### src/clmo_pkg.sv
// constants and types shared by the cache line maintenance unit
package clmo_pkg;
    // line geometry: 32-byte lines
    localparam int LINE_BYTES = 32;
    localparam int LINE_SHIFT = 5;
    localparam int ADDR_W = 32;
    localparam logic [31:0] LINE_INCR = 32'h0000_0020;
    localparam logic [31:0] LINE_MASK = 32'hffff_ffe0;

    // single 16-bit instruction word layout
    localparam int INSN_W = 16;
    localparam int SIG_HI = 15;
    localparam int SIG_LO = 6;
    localparam int POSTINC_BIT = 5;
    localparam int OP_HI = 4;
    localparam int OP_LO = 3;
    localparam int PREG_HI = 2;
    localparam int PREG_LO = 0;
    localparam int PREG_W = 3;
    // arbitrary class signature marking a cache-control word
    localparam logic [9:0] CC_SIGNATURE = 10'h024;

    // operation codes held in the op field
    typedef enum logic [1:0] {
        CLMO_OP_PREFETCH = 2'h0,
        CLMO_OP_WBACK    = 2'h1,
        CLMO_OP_WBINV    = 2'h2,
        CLMO_OP_IINV     = 2'h3
    } clmo_op_e;

    // sequencer states, one-hot
    typedef enum logic [3:0] {
        CLMO_S_IDLE = 4'h1,
        CLMO_S_LOOK = 4'h2,
        CLMO_S_WB   = 4'h4,
        CLMO_S_SPARE = 4'h8
    } clmo_state_e;

    localparam logic [31:0] ADDR_RST = 32'h0000_0000;
endpackage

### src/clmo_line_ops.sv
// per-line cache maintenance sequencer between core pipeline and next memory level
`timescale 1ns/1ns

// What this block does
// - write-back selects line at pointer address
// - dirty valid line written out, then cleaned
// - clean or missing line: write-back does nothing
// - protection faults silently turn op into nop
// - post-increment adds one line to pointer
// - write-back-invalidate writes dirty line, then invalidates
// - write-back-invalidate miss causes no activity
// - instruction invalidate clears addressed icache line
// - instruction cache never written back
// - ops bundled in parallel are rejected
// - every op is one 16-bit word
// - prefetch fills only absent cacheable lines
// - prefetch idle if present or fill busy
// - line length fixed at 32 bytes
module clmo_line_ops #(
    parameter int PREG_W = 3
) (
    // clock and reset
    input wire logic clk,
    input wire logic rst,
    // instruction from core
    input wire logic insn_valid,
    input wire logic [15:0] insn_word,
    input wire logic insn_parallel,
    input wire logic [31:0] ptr_value,
    // pointer write-back, stall and reject to core
    output logic ptr_wr_q,
    output logic [PREG_W-1:0] ptr_wr_idx_q,
    output logic [31:0] ptr_wr_data_q,
    output logic stall_q,
    output logic reject_q,
    // cache lookup and line commands
    output logic lookup_q,
    output logic [31:0] line_addr_q,
    input wire logic dc_hit,
    input wire logic dc_dirty,
    input wire logic prot_fault,
    input wire logic cacheable_attribute,
    input wire logic fill_busy,
    output logic dc_clean_q,
    output logic dc_inval_q,
    output logic ic_inval_q,
    output logic fill_req_q,
    // write-back to next memory level
    output logic wb_req_q,
    input wire logic wb_ready
);
    clmo_pkg::clmo_state_e state_q, state_d;
    logic [1:0] op_q;
    logic postinc_q;
    logic [31:0] ptr_q;

    // decode of the single short instruction word
    wire sig_ok = insn_word[clmo_pkg::SIG_HI:clmo_pkg::SIG_LO] == clmo_pkg::CC_SIGNATURE;
    wire idle = state_q == clmo_pkg::CLMO_S_IDLE;
    wire take = insn_valid && idle && sig_ok && !insn_parallel;
    wire refuse = insn_valid && idle && (insn_parallel || !sig_ok);
    wire [1:0] op_in = insn_word[clmo_pkg::OP_HI:clmo_pkg::OP_LO];
    wire [PREG_W-1:0] preg_in = PREG_W'(insn_word[clmo_pkg::PREG_HI:clmo_pkg::PREG_LO]);
    wire [31:0] line_in = ptr_value & clmo_pkg::LINE_MASK;

    wire look = state_q == clmo_pkg::CLMO_S_LOOK;
    wire in_wb = state_q == clmo_pkg::CLMO_S_WB;
    wire is_pf = op_q == clmo_pkg::CLMO_OP_PREFETCH;
    wire is_wbk = op_q == clmo_pkg::CLMO_OP_WBACK;
    wire is_wbi = op_q == clmo_pkg::CLMO_OP_WBINV;
    wire is_ii = op_q == clmo_pkg::CLMO_OP_IINV;
    // a protection fault makes every op a nop, with no fault raised
    wire live = look && !prot_fault;
    wire need_wb = live && (is_wbk || is_wbi) && dc_hit && dc_dirty;
    wire wb_done = in_wb && wb_ready;
    // op finishes either straight from lookup or once the write-back is taken
    wire fin = (look && !need_wb) || wb_done;

    wire clean_d = wb_done && is_wbk;
    wire dinv_d = (wb_done && is_wbi) || (live && is_wbi && dc_hit && !dc_dirty);
    wire iinv_d = live && is_ii;
    wire fill_d = live && is_pf && !dc_hit && cacheable_attribute && !fill_busy;
    wire [31:0] ptr_next = ptr_q + clmo_pkg::LINE_INCR;

    always_comb begin
        state_d = state_q;
        case (state_q)
            clmo_pkg::CLMO_S_IDLE: begin
                if (take) begin
                    state_d = clmo_pkg::CLMO_S_LOOK;
                end
            end
            clmo_pkg::CLMO_S_LOOK: begin
                state_d = need_wb ? clmo_pkg::CLMO_S_WB : clmo_pkg::CLMO_S_IDLE;
            end
            clmo_pkg::CLMO_S_WB: begin
                if (wb_ready) begin
                    state_d = clmo_pkg::CLMO_S_IDLE;
                end
            end
            default: begin
                state_d = clmo_pkg::CLMO_S_IDLE;
            end
        endcase
    end

    always_ff @(posedge clk or posedge rst) begin
        if (rst) begin
            state_q <= clmo_pkg::CLMO_S_IDLE;
            stall_q <= 1'b0;
            lookup_q <= 1'b0;
            wb_req_q <= 1'b0;
        end else begin
            state_q <= state_d;
            stall_q <= state_d != clmo_pkg::CLMO_S_IDLE;
            lookup_q <= state_d == clmo_pkg::CLMO_S_LOOK;
            wb_req_q <= state_d == clmo_pkg::CLMO_S_WB;
        end
    end

    // captured operation
    always_ff @(posedge clk or posedge rst) begin
        if (rst) begin
            op_q <= 2'h0;
            postinc_q <= 1'b0;
            ptr_q <= clmo_pkg::ADDR_RST;
            line_addr_q <= clmo_pkg::ADDR_RST;
            ptr_wr_idx_q <= '0;
        end else if (take) begin
            op_q <= op_in;
            postinc_q <= insn_word[clmo_pkg::POSTINC_BIT];
            ptr_q <= ptr_value;
            line_addr_q <= line_in;
            ptr_wr_idx_q <= preg_in;
        end
    end

    // one-cycle command and answer pulses
    always_ff @(posedge clk or posedge rst) begin
        if (rst) begin
            dc_clean_q <= 1'b0;
            dc_inval_q <= 1'b0;
            ic_inval_q <= 1'b0;
            fill_req_q <= 1'b0;
            reject_q <= 1'b0;
            ptr_wr_q <= 1'b0;
            ptr_wr_data_q <= clmo_pkg::ADDR_RST;
        end else begin
            dc_clean_q <= clean_d;
            dc_inval_q <= dinv_d;
            ic_inval_q <= iinv_d;
            fill_req_q <= fill_d;
            reject_q <= refuse;
            // pointer update happens even for a nop, since it is register arithmetic
            ptr_wr_q <= fin && postinc_q;
            if (fin && postinc_q) begin
                ptr_wr_data_q <= ptr_next;
            end
        end
    end
endmodule

### config.mk
export PLATFORM = sky130hd
export DESIGN_NAME = clmo_line_ops
export DESIGN_NICKNAME = d
export VERILOG_FILES = /design/src/clmo_pkg.sv /design/src/clmo_line_ops.sv
export SDC_FILE = /design/constraint.sdc
export NUM_CORES = 1
export LEC_CHECK = 0
export ABC_AREA = 1
export ABC_CLOCK_PERIOD_IN_PS = 7750
export BUFFER_PORTS_ARGS = -buffer_cell sky130_fd_sc_hd__clkbuf_2
export CAP_MARGIN = 20
export CORE_MARGIN = 1
export CORE_UTILIZATION = 29
export DETAILED_ROUTE_END_ITERATION = 10
export PLACE_DENSITY = 0.5
export SLEW_MARGIN = 20
export SYNTH_ARGS = -nofsm -noshare
export SYNTH_HDL_FRONTEND = slang
export SYNTH_SLANG_ARGS = --single-unit
### constraint.sdc
create_clock -name clk -period 7.75 [get_ports clk]
set_clock_uncertainty 0.1 [all_clocks]
set_input_delay 1.55 -clock clk [delete_from_list [all_inputs] [get_ports clk]]
set_output_delay 1.55 -clock clk [all_outputs]
set_load 0.03 [all_outputs]
==> results of run 1 <==
## stage by stage
stage / hold WS, ps / cells / setup WS (ps) / power [W]
after global routing: 410 / 803 / 4800 / 0.000938
final: 382 / 803 / 4980 / 0.000902
after detailed placement: 369 / 787 / 4600 / 0.000485
after floorplan: 373 / 495 / 3960 / 0.000464
after CTS: 385 / 803 / 4960 / 0.000916
after global placement: 367 / 787 / 4680 / 0.000484
## kinds of logic after synthesis
kind of cell             after synthesis
AND/OR/NAND/NOR                      285
other                                  1
buffers and inverters                 57
XOR/XNOR                              13
flip-flops                            83
AO/OA/AOI/OAI                         46
adder cells (fa/ha/maj)                5
## cell type report
cell class                 count  area [um2]
clock buffer                  11         243
clock inverter                 5        52.6
fill                        1511        8730
inverter                      39         153
multi-input combinational    355        1740
sequential                    83        2080
tap                          180         225
timing repair buffer         130         659
## layer usage
layer,part of all wire (%),GRT usage (%),vias to the layer above,routed length [um]
met4,1.1,4.63,0,121
met5,0,0,-,0
met2,46,25.6,84,4960
met1,47,20.8,1581,5140
met3,5.6,4.09,8,608
li1,-,-,1771,-
## worst min-delay path, stage by stage, from the launching register on
cell and delay, ps:
dfrtp_1 340, nand2_1 70, o21ai_2 50
## placed cells by master (no fill, tap or decap), drive strengths merged
cell      instances
ha                5
o21bai            1
nor2             51
dfrtp            82
conb              6
dfstp             1
a21boi            2
o22ai             3
xnor2             3
and3              1
nand2           202
nand3b            3
o21ai            40
nand3            24
clkinvlp          1
xor2             10
buf               2
clkinv            4
nand4             2
clkbuf          139
inv              38
bufinv            1
nor3              2
## power breakdown
group / internal (W) / switching [W] / total, W
Sequential: 0.000435 / 0.00000188 / 0.000437
Clock: 0.000257 / 0.000169 / 0.000426
Combinational: 0.0000143 / 0.0000244 / 0.0000388
## registers in the layout (all words and copies together), names as in the netlist, 2 cells and up
signal         cells
op_q               2
ptr_wr_idx_q       3
state_q            4
ptr_q             32
ptr_wr_data_q     32
## final timing paths
kind | from | to | slack, ps | cells after the start
max | insn_word[13] | ptr_q[25] | 4980 | 8
min | ptr_wr_data_q[1] | ptr_wr_data_q[1] | 380 | 2
max reg2reg | op_q[1] | ptr_wr_data_q[14] | 5710 | 8
min reg2reg | ptr_wr_data_q[1] | ptr_wr_data_q[1] | 380 | 2
max in group asynchronous | rst | ptr_wr_data_q[20] | 5740 | 3
min in group asynchronous | rst | ptr_wr_data_q[2] | 1300 | 3
==> impl_metrics.toml, run 1 <==
[outcome]
status = "completed"

[worst_setup_path]
worst_setup_path_end_kind = "flop"
slowest_stage = "inv_6"
path_cells = "clkbuf_2 > nor2_1 > nand3b_1 > nor2_2 > nand3_4 > inv_6 > nand2_1 > o21ai_2"
cp_num_buf_inv = 2
crit_required_ps = 7910
crit_fanout = 62
critPathTopFamily = "simple AND/OR/NAND/NOR gates"
arrival_ps = 2930
cp-start-kind = "input port"
cpPeakStageDelay_ps = 480
worstSetupPathType = "in -> reg"

[synth]
async_reset_ff_share_pct = 100
syn_avg_cell_area_um2 = 8.41
yosys.area_share.simple_pct = 29.2
synth_most_common_cell = "nand2_1"
ys.flop_type = "dfrtp_1"
yosysTopAreaCell = "dfrtp_1"
synth_top_family_by_area = "simple AND/OR/NAND/NOR gates"
yosys-top-cells-area = "dfrtp_1, nand2_1, o21ai_2"
yosys_warnings = 0
synth_edf_count = 0
ys_types = 34
netlist_area_um2 = 4120
synthAdderAreaFrac_pct = 1.52
synth.area.mux_share_pct = 0
yosys-top-cells-count = "nand2_1, dfrtp_1, nor2_1, inv_1, o21ai_2"
syn_inst = 490
seq_area_frac_synth_pct = 50.4
synth_seq_cells = 83
synth_compound_gate_area_share_pct = 8.23
synthXorXnorAreaFrac_pct = 2.76
synth_top_area_share_pct = 49.8

[timing]
finalSetupViolCount = 0
min_period_ps = 2770
min_period_over_period_pct = 35.8
fmax_mhz = 360
rsz0062_at_grt = "no"
finalSetupTns_ps = 0
max_slew_margin_pct = 49.5
hold_violations = 0
slew_viol_final = 0
worst_pin_slew_ps = 758

[clocking]
htreeDepth = 3
cts_buffer_depth = 2
cts_sinks = 83
ctsRootBufferMaster = "clkbuf_16"
cts_tree = "yes"
cts_hold_buf = 0
post_cts_buffers = 0
cts.clk_slew.worst_paths_ps = 60
clock_latency_ps = 340
cts_resized = 0
cts_buffers = 9

[die]
dieArea_um2 = 14700
core.rowCount = 43
die-height_um = 121
core_um2 = 13900
start_util_pct = 29.7
io_pins = 134
chipWidth_um = 121

[layout]
area_delta_synth_final_pct = 25.0
antennaDiodeCount = 0
fin_util_pct = 37.1
final_nets = 681
drive_above_1_share_pct = 30.5
final_cell_area_um2 = 5150

[placement]
dp_hpwl_um = 8130
io_buffers = 128
placed_cell_area_um2 = 4850
place.gp.congestion = 0.839

[routing]
routedWlPerCell_um = 13.5
num_vias = 3444
antenna_left = 0
viasPerCell = 4.29
drt_iter0_drc = 178
drc = 0
wl_um = 10800
drt_first_pass_iters = 4

[pwr]
ir_drop_mv = 0.0910
power_density_nw_per_um2 = 175
p_leak_nw = 2.76

[global_route]
grt_max_degree = 84
grt_pass1_vias = 3437
grt_overflow = 0
antenna_found_initial = 0
grt_first_pass_wirelength_um = 17700
grt_usage_pct = 15.8

[worst_hold_path]
min_path_type = "reg -> reg"

[flow_run]
cap_violations = 0
Power figures use the tool's default switching activity.
==> run 2: changes to the inputs <==
- ABC_CLOCK_PERIOD_IN_PS: 7750 -> 2650
- clock period: 7.75 -> 2.65 ns (I/O delays scaled with it)
==> run 2 against run 1 <==
  * Sequential share of layout area is 0.13 points lower
  * Total power grew to 2.8 times the previous value
  * First-iteration DRC count is 25% higher
  * Flip-flop and latch count stayed put
  * Utilization is 0.12 points higher
  * Non-clock buffer count is 1 higher
  * Hold slack worse by 200 ps
  * Critical path depth stayed put
  * Clock-buffer cell count stayed put
  * Sequential power grew to 2.9 times the previous value
  * Highest routed layer unchanged
==> impl_metrics.toml, run 2 (synthesized netlist as in run 1, its figures left out) <==
[worst_setup_path]
worst_setup_path_end_kind = "flop"
arrival_ps = 2210
endpoint = "ptr_wr_data_q[21]"
cp-start-kind = "flop"
path_cells = "ha_1 > nand2_2 > nor2_4 > nand2_2 > nor2_1 > xor2_1 > nand2_1 > nand2_1"
crit_start = "ptr_q[5]"
slowest_stage = "dfrtp_1"
crit_required_ps = 2830
reg2regPathDepth = 8
r2r-start = "ptr_q[5]"
crit_fanout = 7
worstSetupPathType = "reg -> reg"
timing.rr.end = "ptr_wr_data_q[21]"
cpPeakStageDelay_ps = 500
r2r_slack_ps = 620

[die]
chipWidth_um = 121
io_pins = 134
dieArea_um2 = 14700
start_util_pct = 29.7
die-height_um = 121
core.rowCount = 43
core_um2 = 13900

[pwr]
p_seq_share_pct = 49.9
p_leak_nw = 2.77
pwr-share-clk_pct = 45.6
power_w = 0.00256
ir_drop_mv = 0.263
combPwrFrac_pct = 4.5
p_int_w = 0.00200
power.switching_w = 0.000567
swShare_pct = 22.1
power_density_nw_per_um2 = 496

[timing]
finalSetupTns_ps = 0
finalSetupViolCount = 0
hold_violations = 0
rsz0062_at_grt = "no"
worst_pin_slew_ps = 694
min_period_over_period_pct = 76.5
slew_viol_final = 0
fmax_mhz = 493
min_period_ps = 2030
max_slew_margin_pct = 53.6

[clocking]
clock_latency_ps = 340
cts.clk_slew.worst_paths_ps = 60
cts_buffers = 9
ctsRootBufferMaster = "clkbuf_16"
cts_tree = "yes"
post_cts_buffers = 0
cts_sinks = 83
cts_hold_buf = 0
cts_buffer_depth = 2
htreeDepth = 3
cts_resized = 0

[layout]
final_nets = 682
final_cell_mix = "nand2_1, clkbuf_2, dfrtp_1"
top_regs = "ptr_q: 32 flops, ptr_wr_data_q: 32 flops, state_q: 4 flops"
final_common_cell = "nand2_1"
drive_above_1_share_pct = 30.8
area_delta_synth_final_pct = 25.4
stdcell_count = 804
fin_util_pct = 37.2
antennaDiodeCount = 0
fillerInstances = 1479

[outcome]
status = "completed"

[global_route]
grt_pass1_vias = 3493
grt_first_pass_wirelength_um = 17900
grt_overflow = 0
antenna_found_initial = 0
grt_usage_pct = 16.1
grt_max_degree = 63

[routing]
wl_um = 10900
drc = 0
drt_first_pass_iters = 4
drt_iter0_drc = 223
num_vias = 3509
antenna_left = 0
routedWlPerCell_um = 13.6
viasPerCell = 4.36

[placement]
io_buffers = 128
place.gp.congestion = 0.838
dp.cells = 788
dp_hpwl_um = 8360

[worst_hold_path]
min_path_type = "in -> async"

[flow_run]
cap_violations = 0
run 2: changes by cell type in the layout (fill, tap and decap cells not counted):
cell	change
bufinv_16	-1
clkbuf_8	+1
buf_12	+2
buf_6	-1
clkinvlp_4	+1
clkbuf_1	-1
run 2: through the flow:
stage	area (um2)	setup WS (ps)	hold WS (ps)
floorplan	4140	894	373
global placement	4890	600	366
detailed placement	4890	534	372
CTS	5170	577	202
global route	5170	428	225
finish	5170	622	181
run 2: power by group through the flow:
stage                     Combinational, W  Sequential [W]  Clock (W)
after floorplan                  0.0000512         0.00131          0
after global placement            0.000119         0.00130          0
after detailed placement          0.000120         0.00130          0
after CTS                         0.000120         0.00128    0.00121
after global routing              0.000131         0.00128    0.00126
final                             0.000116         0.00128    0.00117
run 2: worst max-delay path: cells and delay by family (launching register included):
kind,cells,cell delay (ps)
DFF,1,500
xor gates and xnor gates,1,210
and+or+nand+nor,6,720
adders and majority gates,1,450
run 2: worst min-delay path by stage:
| stage | startpoint | endpoint | slack (ps) | cells after the start |
|---|---|---|---|---|
| 2_1_floorplan | postinc_q | postinc_q | 370 | 2 |
| 3_3_place_gp | ptr_wr_data_q[1] | ptr_wr_data_q[1] | 370 | 2 |
| 3_5_place_dp | ptr_wr_data_q[6] | ptr_wr_data_q[6] | 370 | 2 |
| 4_1_cts | rst | ptr_wr_q | 200 | 2 |
| 5_1_grt | rst | ptr_wr_q | 220 | 2 |
| 6_report | rst | ptr_wr_q | 180 | 2 |
run 2: layout make-up:
cell class / instances / area, um2 / share of cell area [%]
sequential: 83 / 2080 / 40.2
multi-input combinational: 355 / 1740 / 33.7
timing repair buffer: 131 / 688 / 13.3
clock buffer: 11 / 253 / 4.89
tap: 180 / 225 / 4.36
inverter: 39 / 155 / 3.00
clock inverter: 5 / 27.5 / 0.533
run 2: per-layer routing:
layer	global-route usage [%]	up-vias	share of wire, %
met4	5.02	0	0.79
met3	4.23	6	5.6
met2	25.0	93	47
met1	21.6	1637	47
li1	-	1773	-
met5	0	-	0
